`src/rtl/sswio_pkg.sv`:
```
package sswio_pkg;

  // ----------------------------------------------------------------------
  // timing
  // ----------------------------------------------------------------------
  localparam int unsigned CLK_HZ          = 125000000;
  localparam int unsigned DEBOUNCE_MS     = 30;
  localparam int unsigned DEBOUNCE_CYC    = DEBOUNCE_MS * (CLK_HZ / 1000);
  localparam int unsigned PULSE_DEF_MS    = 100;
  localparam int unsigned MS_CYC          = CLK_HZ / 1000;
  localparam int unsigned PULSE_W         = 16;

  // ----------------------------------------------------------------------
  // functions and defaults
  // ----------------------------------------------------------------------
  typedef enum logic [1:0] {
    SSWIO_S2_FOCUS    = 2'b00,
    SSWIO_S2_TEACH    = 2'b01,
    SSWIO_S2_INCR     = 2'b10,
    SSWIO_S2_ONESHOT  = 2'b11
  } sswio_s2_func_t;

  typedef enum logic [1:0] {
    SSWIO_OUT_READY   = 2'b00,
    SSWIO_OUT_GOOD    = 2'b01,
    SSWIO_OUT_NOREAD  = 2'b10,
    SSWIO_OUT_MATCH   = 2'b11
  } sswio_out_func_t;

  typedef struct packed {
    sswio_out_func_t func;
    logic            invert;
  } sswio_out_cfg_t;

  typedef struct packed {
    logic            good_read;
    logic            no_read;
    logic            match;
  } sswio_events_t;

  typedef struct packed {
    sswio_s2_func_t       s2_func;
    logic                 s1_active_low;
    logic                 s2_active_low;
    sswio_out_cfg_t       out1;
    sswio_out_cfg_t       out2;
    logic [PULSE_W-1:0]   pulse_ms;
    logic [23:0]          dc_table;
  } sswio_cfg_t;

  localparam logic [23:0] DC_TABLE_DEF = 24'hFAC688;
  localparam sswio_cfg_t  CFG_DEFAULT  = '{
    s2_func:       SSWIO_S2_FOCUS,
    s1_active_low: 1'b0,
    s2_active_low: 1'b0,
    out1:          '{func: SSWIO_OUT_READY, invert: 1'b0},
    out2:          '{func: SSWIO_OUT_GOOD,  invert: 1'b0},
    pulse_ms:      16'h0064,
    dc_table:      DC_TABLE_DEF
  };

endpackage : sswio_pkg

```
`src/rtl/sswio_debounce.sv`:
```
module sswio_debounce
  import sswio_pkg::*;
#(
  parameter int unsigned DEB_CYC = DEBOUNCE_CYC
) (
  input  wire logic clk,
  input  wire logic rst_b,
  input  wire logic pin,
  input  wire logic active_low,
  output logic      level
);
  import sswio_pkg::*;

  logic [2:0]  sync_q;
  logic [31:0] cnt_q;
  logic        stable_q;
  wire         agreed  = (sync_q[1] == sync_q[2]);
  wire         differs = agreed && (sync_q[2] != stable_q);

  always_ff @(posedge clk) begin
    if (!rst_b) begin
      sync_q   <= 3'h0;
      cnt_q    <= 32'h0;
      stable_q <= 1'b0;
    end else begin
      sync_q <= {sync_q[1:0], pin};
      if (!differs) begin
        cnt_q <= 32'h0;
      end else if (cnt_q >= DEB_CYC - 1) begin
        cnt_q    <= 32'h0;
        stable_q <= sync_q[2];
      end else begin
        cnt_q <= cnt_q + 32'h1;
      end
    end
  end

  assign level = stable_q ^ active_low;

endmodule : sswio_debounce

```
`src/rtl/sswio_pulse.sv`:
```
module sswio_pulse
  import sswio_pkg::*;
#(
  parameter int unsigned MS_CYCLES = MS_CYC
) (
  input  wire logic               clk,
  input  wire logic               rst_b,
  input  wire logic               fire,
  input  wire logic [PULSE_W-1:0] dur_ms,
  output logic                    active
);
  import sswio_pkg::*;

  logic [31:0]        tick_q;
  logic [PULSE_W-1:0] ms_q;
  logic               act_q;

  always_ff @(posedge clk) begin
    if (!rst_b) begin
      tick_q <= 32'h0;
      ms_q   <= '0;
      act_q  <= 1'b0;
    end else if (fire && dur_ms != '0) begin
      tick_q <= 32'h0;
      ms_q   <= dur_ms;
      act_q  <= 1'b1;
    end else if (act_q) begin
      if (tick_q >= MS_CYCLES - 1) begin
        tick_q <= 32'h0;
        ms_q   <= ms_q - 1'b1;
        if (ms_q == 16'h0001) begin
          act_q <= 1'b0;
        end
      end else begin
        tick_q <= tick_q + 32'h1;
      end
    end
  end

  assign active = act_q;

endmodule : sswio_pulse

```
`src/rtl/sswio_top.sv`:
```
module sswio_top
  import sswio_pkg::*;
#(
  parameter int unsigned DEB_CYC   = DEBOUNCE_CYC,
  parameter int unsigned MS_CYCLES = MS_CYC
) (
  input  wire logic          clk,
  input  wire logic          rst_b,
  input  wire logic          sensor1_pin,
  input  wire logic          sensor2_pin,
  input  wire logic          reading_mode,
  input  sswio_pkg::sswio_events_t events,
  input  wire logic          cfg_wr,
  input  sswio_pkg::sswio_cfg_t cfg_in,
  input  wire logic          load_defaults,
  output sswio_pkg::sswio_cfg_t cfg_out,
  output logic               reading_active,
  output logic [2:0]         distance_config,
  output logic               teach_trigger,
  output logic               conveyor_incr,
  output logic               oneshot_trigger,
  output logic               result1,
  output logic               result2,
  output logic               result_led
);
  import sswio_pkg::*;

  // ----------------------------------------------------------------------
  // working parameter set
  // ----------------------------------------------------------------------
  sswio_cfg_t cfg_q;

  always_ff @(posedge clk) begin
    if (!rst_b) begin
      cfg_q <= CFG_DEFAULT;
    end else if (load_defaults) begin
      cfg_q <= CFG_DEFAULT;
    end else if (cfg_wr) begin
      cfg_q <= cfg_in;
    end
  end

  assign cfg_out = cfg_q;

  // ----------------------------------------------------------------------
  // input conditioning
  // ----------------------------------------------------------------------
  logic s1_lvl;
  logic s2_lvl;

  sswio_debounce #(.DEB_CYC(DEB_CYC)) u_deb1 (
    .clk        (clk),
    .rst_b      (rst_b),
    .pin        (sensor1_pin),
    .active_low (cfg_q.s1_active_low),
    .level      (s1_lvl)
  );

  sswio_debounce #(.DEB_CYC(DEB_CYC)) u_deb2 (
    .clk        (clk),
    .rst_b      (rst_b),
    .pin        (sensor2_pin),
    .active_low (cfg_q.s2_active_low),
    .level      (s2_lvl)
  );

  // ----------------------------------------------------------------------
  // sensor 2 functions
  // ----------------------------------------------------------------------
  logic       s2_prev_q;
  logic [2:0] dc_q;
  logic       teach_q;
  logic       incr_q;
  logic       oneshot_q;

  wire        s2_rise  = s2_lvl && !s2_prev_q;
  wire  [2:0] dc_index = {2'b00, s2_lvl};
  wire  [2:0] dc_sel   = cfg_q.dc_table[dc_index*3 +: 3];

  always_ff @(posedge clk) begin
    if (!rst_b) begin
      s2_prev_q <= 1'b0;
      dc_q      <= 3'h0;
      teach_q   <= 1'b0;
      incr_q    <= 1'b0;
      oneshot_q <= 1'b0;
    end else begin
      s2_prev_q <= s2_lvl;
      if (cfg_q.s2_func == SSWIO_S2_FOCUS) begin
        dc_q <= dc_sel;
      end
      teach_q   <= s2_rise && cfg_q.s2_func == SSWIO_S2_TEACH;
      incr_q    <= s2_rise && cfg_q.s2_func == SSWIO_S2_INCR;
      oneshot_q <= s2_rise && cfg_q.s2_func == SSWIO_S2_ONESHOT;
    end
  end

  assign distance_config = dc_q;
  assign teach_trigger   = teach_q;
  assign conveyor_incr   = incr_q;
  assign oneshot_trigger = oneshot_q;

  // ----------------------------------------------------------------------
  // reading interval and event capture
  // ----------------------------------------------------------------------
  logic          rd_q;
  sswio_events_t seen_q;

  wire           rd_end = rd_q && !s1_lvl;
  wire           rd_on  = reading_mode && s1_lvl;

  always_ff @(posedge clk) begin
    if (!rst_b) begin
      rd_q   <= 1'b0;
      seen_q <= '0;
    end else begin
      rd_q <= rd_on;
      if (rd_on && !rd_q) begin
        seen_q <= events;
      end else if (rd_q) begin
        seen_q <= seen_q | events;
      end
    end
  end

  assign reading_active = rd_q;

  function automatic logic ev_hit(input sswio_out_func_t f, input sswio_events_t e);
    unique case (f)
      SSWIO_OUT_GOOD:   ev_hit = e.good_read;
      SSWIO_OUT_NOREAD: ev_hit = e.no_read;
      SSWIO_OUT_MATCH:  ev_hit = e.match;
      SSWIO_OUT_READY:  ev_hit = 1'b0;
    endcase
  endfunction : ev_hit

  wire fire1 = rd_end && ev_hit(cfg_q.out1.func, seen_q);
  wire fire2 = rd_end && ev_hit(cfg_q.out2.func, seen_q);

  // ----------------------------------------------------------------------
  // result outputs
  // ----------------------------------------------------------------------
  logic p1;
  logic p2;

  sswio_pulse #(.MS_CYCLES(MS_CYCLES)) u_pulse1 (
    .clk    (clk),
    .rst_b  (rst_b),
    .fire   (fire1),
    .dur_ms (cfg_q.pulse_ms),
    .active (p1)
  );

  sswio_pulse #(.MS_CYCLES(MS_CYCLES)) u_pulse2 (
    .clk    (clk),
    .rst_b  (rst_b),
    .fire   (fire2),
    .dur_ms (cfg_q.pulse_ms),
    .active (p2)
  );

  wire act1 = (cfg_q.out1.func == SSWIO_OUT_READY) ? reading_mode : p1;
  wire act2 = (cfg_q.out2.func == SSWIO_OUT_READY) ? reading_mode : p2;

  logic r1_q;
  logic r2_q;
  logic led_q;

  always_ff @(posedge clk) begin
    if (!rst_b) begin
      r1_q  <= 1'b0;
      r2_q  <= 1'b0;
      led_q <= 1'b0;
    end else begin
      r1_q  <= act1 ^ cfg_q.out1.invert;
      r2_q  <= act2 ^ cfg_q.out2.invert;
      led_q <= reading_mode && act2;
    end
  end

  assign result1    = r1_q;
  assign result2    = r2_q;
  assign result_led = led_q;

endmodule : sswio_top

```
`config.mk`:
```
export PLATFORM = sky130hd
export DESIGN_NAME = sswio_top
export DESIGN_NICKNAME = d
export VERILOG_FILES = /design/src/rtl/sswio_pkg.sv /design/src/rtl/sswio_debounce.sv /design/src/rtl/sswio_pulse.sv /design/src/rtl/sswio_top.sv
export SDC_FILE = /design/constraint.sdc
export NUM_CORES = 1
export LEC_CHECK = 0
export BUFFER_PORTS_ARGS = -buffer_cell sky130_fd_sc_hd__buf_2
export CORE_MARGIN = 3
export CORE_UTILIZATION = 55
export DETAILED_ROUTE_END_ITERATION = 16
export PLACE_DENSITY_LB_ADDON = 0.1
export SKIP_LAST_GASP = 1
export SYNTH_ARGS = -nofsm -noshare
export SYNTH_HDL_FRONTEND = slang
export SYNTH_HIERARCHICAL = 1
export SYNTH_SLANG_ARGS = --single-unit
```
`constraint.sdc`:
```
create_clock -name clk -period 5.3 [get_ports clk]
set_clock_uncertainty 0.1 [all_clocks]
set_input_delay 0.53 -clock clk [delete_from_list [all_inputs] [get_ports clk]]
set_output_delay 0.53 -clock clk [all_outputs]
set_load 0.01 [all_outputs]
```
### Word level (Yosys, flattened, before mapping)

Index checks and enable logic that the tools add are counted.

| storage, ports and cells | value |
|---|---|
| bits in registers | 234 |
| output and inout bits | 60 |
| bits of input ports | 60 |

| operators by class | value |
|---|---|
| equal/unequal tests | 15 |
| multiply operators | 1 |
| $add $sub $neg | 6 |
| order comparisons | 4 |
| shift operators | 1 |
| reductions and logical operators | 35 |
| muxes and demuxes | 22 |
| bitwise logic cells | 8 |

Operator list:

| operator | count |
|---|---|
| adder 32 x 1 -> 32 bit, second input constant | 4 |
| 2-to-1 mux 16 bit | 6 |
| greater-or-equal comparator 32 x 17 -> 1 bit, second input constant | 2 |
| greater-or-equal comparator 32 x 22 -> 1 bit, second input constant | 2 |
| 2-to-1 mux 32 bit | 2 |
| == test 16 x 1 -> 1 bit, second input constant | 2 |
| subtractor 16 x 1 -> 16 bit, second input constant | 2 |
| variable part select 24 x 4 -> 3 bit | 1 |
| nonzero test 16 bit | 1 |
| logical AND 1 bit | 14 |
| == test 2 bit, second input constant | 6 |
| 2-to-1 mux 1 bit | 10 |
| nonzero test 2 bit | 5 |
| case mux 1 bit (4 select lines) | 2 |
| AND reduction 2 bit | 4 |
| == test 2 x 1 -> 1 bit, second input constant | 3 |
| zero test 2 bit | 3 |
| 2-to-1 mux 3 bit | 2 |
| OR reduction 2 bit | 3 |
| OR reduction 3 bit | 2 |
| bitwise XOR 1 bit | 4 |
| zero test 1 bit | 3 |
| multiplier 1 x 2 -> 3 bit, second input constant | 1 |
| inverter 1 bit | 3 |
| 3 further kinds | 5 |

### Depth between registers and ports, before layout

Gate-level depths: netlist of run 1.

| depth | value |
|---|---|
| word-level depth | 7 |
| gate-level depth with buffers | 9 |
| gate-level depth less buffers | 7 |

### By module

The synthesis of run 1 kept the hierarchy.

By module, submodules not included:

| module | instances | area each (sq um) | cells an instance |
|---|---|---|---|
| sswio_pulse | 2 | 2408.6 | 288 |
| sswio_debounce | 2 | 1552.7 | 152 |
| sswio_top | 1 | 2457.4 | 227 |

### Worst setup path before layout of run 1

No wires, ideal clock.

| path | value |
|---|---|
| path type | register to register |
| from | reg u_pulse1.ms_q[8] |
| to | reg u_pulse1.ms_q[15] |
| stages on the path, launching flop included | 7 |
| data arrival time | 2.099 ns |
| slack | 2.979 ns |
| path buffers | 0 |
| library setup time | 0.122 ns |
| cell sequence | dfxtp_1 or4_4 or4_4 or3_4 a2111oi_4 xnor2_1 o21ai_1 |

| on the way | value |
|---|---|
| cells in the longest elaborated chain, start to end | 4 |

RTL lines:

| what | line | source |
|---|---|---|
| start: declaration | sswio_pulse.sv:15 | `logic [PULSE_W-1:0] ms_q;` |
| start signal: assignment | sswio_pulse.sv:25 | `ms_q <= dur_ms;` |
| start signal: assignment | sswio_pulse.sv:30 | `ms_q <= ms_q - 1'b1;` |
| subtractor 16 x 1 -> 16 bit | sswio_pulse.sv:30 |  |
| 2-to-1 mux 16 bit | sswio_pulse.sv:28 | `if (tick_q >= MS_CYCLES - 1) begin` |
| 2-to-1 mux 16 bit | sswio_pulse.sv:27 | `end else if (act_q) begin` |
| 2-to-1 mux 16 bit | sswio_pulse.sv:23 | `end else if (fire && dur_ms != '0) begin` |

Every way passes these cells. The select of a mux whose other input is x is not followed.
A chain may end at the register's enable or synchronous reset.

### Worst setup path in the final report of run 1

| path | value |
|---|---|
| from | reg u_pulse2.tick_q[0] |
| to | reg u_pulse2.tick_q[26] |

| on the way | value |
|---|---|
| cells in the longest elaborated chain, start to end | 2 |

RTL lines:

| what | line | source |
|---|---|---|
| start: declaration | sswio_pulse.sv:14 | `logic [31:0] tick_q;` |
| start signal: assignment | sswio_pulse.sv:35 | `tick_q <= tick_q + 32'h1;` |
| adder 32 x 1 -> 32 bit or greater-or-equal comparator 32 x 17 -> 1 bit (tied branches) | sswio_pulse.sv:35, sswio_pulse.sv:28 |  |
| 2-to-1 mux 32 bit (*) | sswio_pulse.sv:28 |  |

Mark *: on every way between the ends. The rest lies on a longest branch, timed or not.

==> metrics.yaml, run 1 <==
synth_cell_type_count: 70
cts_buffers: 25
synth.cell_area_um2: 10400
clk_latency_ns: 0.52
synthArstFlopShare: 0
crit_type: "register to register"
crit_path_top_delay_cell: "a21oi_1"
finalCritPeriodShare: 0.552
drv_slew: 0
yosys-mux-area-fraction: 0.0571
synthSimpleGateAreaFrac: 0.243
gp_congestion: 0.828
hold_viol: 0
grt_max_degree: 51
worstPathMaxFanout: 31
clk_pin_slew_ns: 0.06
synth_most_common_cell: "dfxtp_1"
cts_tree: "built"
fin_tns_setup_ns: 0
cts-root-buf: "clkbuf_16"
synth_top_cell_area_share: 0.451
dr.pass1.iters: 4
p_total_mw: 3.60
synth-edff-count: 0
relSlewSlack: 0.431
start_util: 0.568
drc: 0
synth_common_cells: "dfxtp_1, nor2_1, nand2_1"
ys_seq_elements: 234
postCtsSetupRepairBufs: 0
holdWs_ns: 0.126
synth_top_family_by_area: "simple AND/OR/NAND/NOR gates"
peakVddDrop_mv: 0.242
cts_sinks: 234
yosys_warnings: 6
placed_cells: 1431
fmax_mhz: 342
wl_um: 21600
cp-start-kind: "register"
rsz0062_at_grt: "no"
port_buffers: 119
end_kind: "register"
postSynthAreaPerCell_um2: 9.38
grt_use_total: 0.208
hold_path.class: "input pin to register"
drtIter0Drc: 366
finalSetupViolCount: 0
synth.largest_area_cell: "dfxtp_1"
synthCells: 1107
leakage_nw: 4.52
maxCapViolCount: 0
yosysSeqAreaShare: 0.451
layout_min_cycle_time_ns: 2.93
nNetsFinal: 1297
viasPerCell: 5.48
die_area_um2: 20600
synth_compound_area_frac: 0.112
grt_overflow: 0
synth_xor_area_frac: 0.0861
worst_pin_slew_ns: 0.853
synth_fa_ha_area_frac: 0.00964
cts_resized: 0
cp_cell_sequence: "ha_1 -> a2111oi_0 -> o21ai_0 -> nand4_1 -> a21oi_1 -> or2_2 -> nor2_1"
fin_cells: 1479
holdBufCountCts: 0
drive_gt1_frac: 0.201
nFillCells: 1525
wl_per_cell_um: 14.6
dieHeight_um: 143
pin_count: 120
status: "completed"
hpwlAfterDp_um: 15000
grt_pass1_vias: 7604
drtAntennaViolNets: 0
syn2layout_area_growth_pct: 14.1
num_vias: 8107
slowest_delay_ns: 0.57
synthTopCellsByArea: "dfxtp_1, mux2i_1, xnor2_1"
power.density_nw_per_um2: 304
synthFlopType: "dfxtp_1"
ctsLongestPathBuffers: 3
die_w_um: 143
std_cell_rows: 49
coreArea_um2: 18300
htree_levels: 1
grt_pass1_wl_um: 36200
cp.arrival_ns: 3.20
antenna_found_initial: 1
worstPathRequired_ns: 5.57
==> cells by family after synthesis <==
logic type               Yosys count
AND/OR/NAND/NOR                  472
flip-flops                       234
AO/OA/AOI/OAI                    159
XOR/XNOR                         102
buffers and inverters             71
multiplexers                      59
adder cells (fa/ha/maj)            8
other                              2
==> metal layers <==
| layer | up-vias | wire, µm | global-route usage |
|---|---|---|---|
| met2 | 142 | 9790 | 0.335 |
| met3 | 35 | 1110 | 0.0479 |
| met4 | 2 | 487 | 0.0550 |
| met5 | - | 12 | 0 |
| met1 | 3797 | 10200 | 0.285 |
| li1 | 4131 | - | - |
==> flip-flops by register name, indices dropped and copies added (netlist names), 16 cells and up <==
name / count
u_deb1/cnt_q: 32
u_pulse1/tick_q: 32
u_deb2/cnt_q: 32
u_pulse2/tick_q: 32
u_pulse1/ms_q: 16
u_pulse2/ms_q: 16
cfg_out: 50
==> placed cells by master (no fill, tap or decap), types with 36 or more instances in the layout <==
master	count
dfxtp_1	234
nor2_1	125
buf_2	119
nand2_1	90
mux2i_1	57
xnor2_1	56
xor2_1	46
nand3_1	40
nand4_1	38
a21oi_1	37
o21ai_0	36
==> path summary, 6_finish.rpt <==
kind | end | slack (ns) | depth (start not counted) | from
worst max-delay path | u_pulse2/tick_q[26] | 2.37 | 7 | u_pulse2/tick_q[0]
worst min-delay path | cfg_out[23] | 0.13 | 3 | cfg_in[23]
worst max register to register | u_pulse2/tick_q[26] | 2.37 | 7 | u_pulse2/tick_q[0]
worst min register to register | u_deb1/sync_q[1] | 0.33 | 1 | u_deb1/sync_q[0]
==> critical path, delay by kind of cell (launching register included) <==
kind	cells	cell delay [ns]
adders and majority gates	1	0.23
and+or+nand+nor	3	1.19
AOI/OAI and AO/OA	3	0.87
DFF	1	0.39
==> through the flow <==
step | cell area (µm²) | worst slack (ns) | util
2_1_floorplan | 10400 | 2.98 | -
3_3_place_gp | 11000 | 2.58 | 0.604
3_5_place_dp | 11000 | 2.43 | 0.604
4_1_cts | 11800 | 2.37 | 0.648
5_1_grt | 11800 | 2.01 | 0.648
6_report | 11800 | 2.37 | 0.648
==> layout make-up <==
class,instances,area (µm²),area share
repair buffers,124,633,0.0535
inverters,24,90.1,0.00761
clock buffers,41,766,0.0647
multi-input cells,820,5340,0.451
flip-flops and latches,234,4680,0.396
clock inverters,5,35.0,0.00296
well taps,229,287,0.0242
diodes,2,5.00,0.000423
==> power by group <==
| group | switching, mW | leakage, nW | internal (mW) | total (mW) |
|---|---|---|---|---|
| Sequential | 0.0192 | 1.90 | 1.78 | 1.80 |
| Combinational | 0.0708 | 2.22 | 0.0571 | 0.128 |
| Clock | 0.683 | 0.397 | 0.987 | 1.67 |
| Total | 0.773 | 4.52 | 2.83 | 3.60 |
(Power assumes the default switching activity.)
==> inputs of run 2 (changes only) <==
--- a/config.mk
+++ b/config.mk
@@ -7,7 +7,7 @@
 export LEC_CHECK = 0
 export BUFFER_PORTS_ARGS = -buffer_cell sky130_fd_sc_hd__buf_2
 export CORE_MARGIN = 3
-export CORE_UTILIZATION = 55
+export CORE_UTILIZATION = 53
 export DETAILED_ROUTE_END_ITERATION = 16
 export PLACE_DENSITY_LB_ADDON = 0.1
 export SKIP_LAST_GASP = 1
==> constraint.sdc (replaced) <==
create_clock -name clk -period 2.55 [get_ports clk]
set_clock_uncertainty 0.1 [all_clocks]
set_input_delay 0.255 -clock clk [delete_from_list [all_inputs] [get_ports clk]]
set_output_delay 0.255 -clock clk [all_outputs]
set_load 0.01 [all_outputs]
==> metrics.yaml, run 2 (synthesis results as in run 1) <==
cts_tree: "built"
end_kind: "register"
rsz0062_at_grt: "no"
fin_cells: 1587  # +7.3%
grt_overflow: 0  # unchanged
postCtsSetupRepairBufs: 0  # unchanged
reg2reg_slack_ns: 0.14  # -2.23 ns
layout_min_cycle_time_ns: 2.41  # -0.519 ns
drv_slew: 0  # unchanged
dr.pass1.iters: 4  # unchanged
dr_wl_met3_um: 1060  # -5.2%
cts_sinks: 234  # unchanged
final_area_um2: 12700  # +7.5%
die_w_um: 146  # +1.8%
drive_gt1_frac: 0.210  # +0.00913
crit_path_top_delay_cell: "or4_4"
relSlewSlack: 0.584  # +0.153
fmax_mhz: 415  # +22%
num_vias: 8458  # +4.3%
drtAntennaViolNets: 0  # unchanged
grt_pass1_wl_um: 39100  # +7.8%
fin_tns_setup_ns: 0  # unchanged
min-delay-start: "rst_b"
layout_setup_ws_ns: 0.143  # -2.23 ns
maxCapViolCount: 0  # unchanged
antennaDiodeCount: 0  # -2
cp-start-kind: "register"
r2r_end: "u_pulse2/ms_q[15]"
place_ws_ns: 0.162  # -2.26 ns
crit_top_cell: "or4_4"
crit_type: "register to register"
peakVddDrop_mv: 0.633  # +160%
dr_wl_met2_um: 10800  # +10%
htree_levels: 1  # unchanged
hold_path.class: "input pin to register"
status: "completed"
grt_max_degree: 51  # unchanged
hold_viol: 0  # unchanged
placed_cells: 1485  # +3.8%
drtIter0Drc: 396  # +8.2%
worst_pin_slew_ns: 0.608  # -0.245 ns
mostFrequentLayoutCells: "dfxtp_1, nor2_1, buf_2"
slowest_delay_ns: 0.56  # about the same
cts-root-buf: "clkbuf_16"
final_core_util: 0.671  # +0.0232
port_buffers: 119  # unchanged
pin_count: 120  # unchanged
min_to: "seen_q[0]"
worstPathRequired_ns: 2.86  # -2.71 ns
hpwlAfterDp_um: 15300  # +1.8%
leakage_nw: 4.90  # +8.6%
die_area_um2: 21300  # +3.6%
reg2reg_depth: 6  # -1
syn2layout_area_growth_pct: 22.6
holdPathStages: 3  # unchanged
layout_commonest_cell: "dfxtp_1"
wl_per_cell_um: 14.6  # about the same
clk_pin_slew_ns: 0.06  # about the same
routed.top_layer: "met4"
ctsLongestPathBuffers: 3  # unchanged
cp.arrival_ns: 2.71  # -0.49 ns
gp_congestion: 0.818  # -1.1%
reg2reg_from: "u_pulse2/ms_q[8]"
dpl-instance-area_um2: 11300  # +2.0%
grt_use_total: 0.212  # +0.00330
finalCritPeriodShare: 0.944  # +0.392
finalSetupViolCount: 0  # unchanged
drc: 0  # unchanged
antenna_found_initial: 0  # -1
holdWs_ns: 0.119  # -0.00738 ns
std_cell_rows: 50  # +2.0%
power.density_nw_per_um2: 626  # +110%
worstPathMaxFanout: 4  # -87%
coreArea_um2: 19000  # +3.8%
nNetsFinal: 1376  # +6.1%
wl_um: 23100  # +7.2%
start_util: 0.548  # -0.0206
grt_pass1_vias: 8082  # +6.3%
p_total_mw: 7.97  # +120%
cts_buffers: 25  # unchanged
dieHeight_um: 146  # +1.8%
cp_cell_sequence: "or4_4 -> or4_4 -> or3_4 -> a2111oi_4 -> xnor2_1 -> o21ai_1"
clk_latency_ns: 0.52  # about the same
largest_register_ffs: 50  # unchanged
wl_met1_um: 10800  # +5.9%
viasPerCell: 5.33  # -2.8%
run 2: changes by cell type in the layout (fill, tap and decap cells not counted), moves of 4 or more:
cell	change
buf_4	+22
bufinv_16	+4
clkbuf_1	-5
dlygate4sd3_1	+56
run 2: worst max-delay path by stage:
stage                       startpoint                   to  slack [ns]  depth (start not counted)
floorplan             u_pulse1/ms_q[8]    u_pulse1/ms_q[15]        0.23                          6
global placement      u_pulse2/ms_q[8]    u_pulse2/ms_q[15]        0.20                          6
detailed placement  u_pulse1/tick_q[0]  u_pulse1/tick_q[28]        0.16                          8
CTS                 u_pulse1/tick_q[0]  u_pulse1/tick_q[23]        0.12                          8
global route        u_pulse1/tick_q[0]     u_pulse1/ms_q[3]        0.02                          9
finish                u_pulse2/ms_q[8]    u_pulse2/ms_q[15]        0.14                          6
run 2: final cells by class:
type                       instances  area [µm²]
inverter                          24        90.1
clock buffer                      34         719
clock inverter                    12         179
tap                              260         325
sequential                       234        4680
multi-input combinational        820        5350
timing repair buffer             203        1380
fill                            1504        6230
run 2: power breakdown:
part / total (mW) / internal [mW] / leakage, nW / switching [mW]
Clock: 3.86 / 2.39 / 0.438 / 1.47
Sequential: 3.75 / 3.71 / 1.90 / 0.0403
Combinational: 0.355 / 0.184 / 2.57 / 0.171
run 2: critical path, delay by kind of cell, from the launching register on:
family	cells	cell delay, ns
AOI/OAI and AO/OA	2	0.36
xor gates and xnor gates	1	0.16
DFF	1	0.33
and+or+nand+nor	3	1.36
run 2: timing repair:
action / in CTS / in global routing
hold endpoints to repair: 57 / 0
hold buffers: 56 / 0
gates resized for setup: 0 / 3
endpoints found under the setup margin: 0 / 33
run 2: metal layers:
metal | vias up | GRT usage
met5 | - | 0
met4 | 0 | 0.0584
met3 | 42 | 0.0386
met2 | 178 | 0.349
met1 | 3928 | 0.286
li1 | 4310 | -
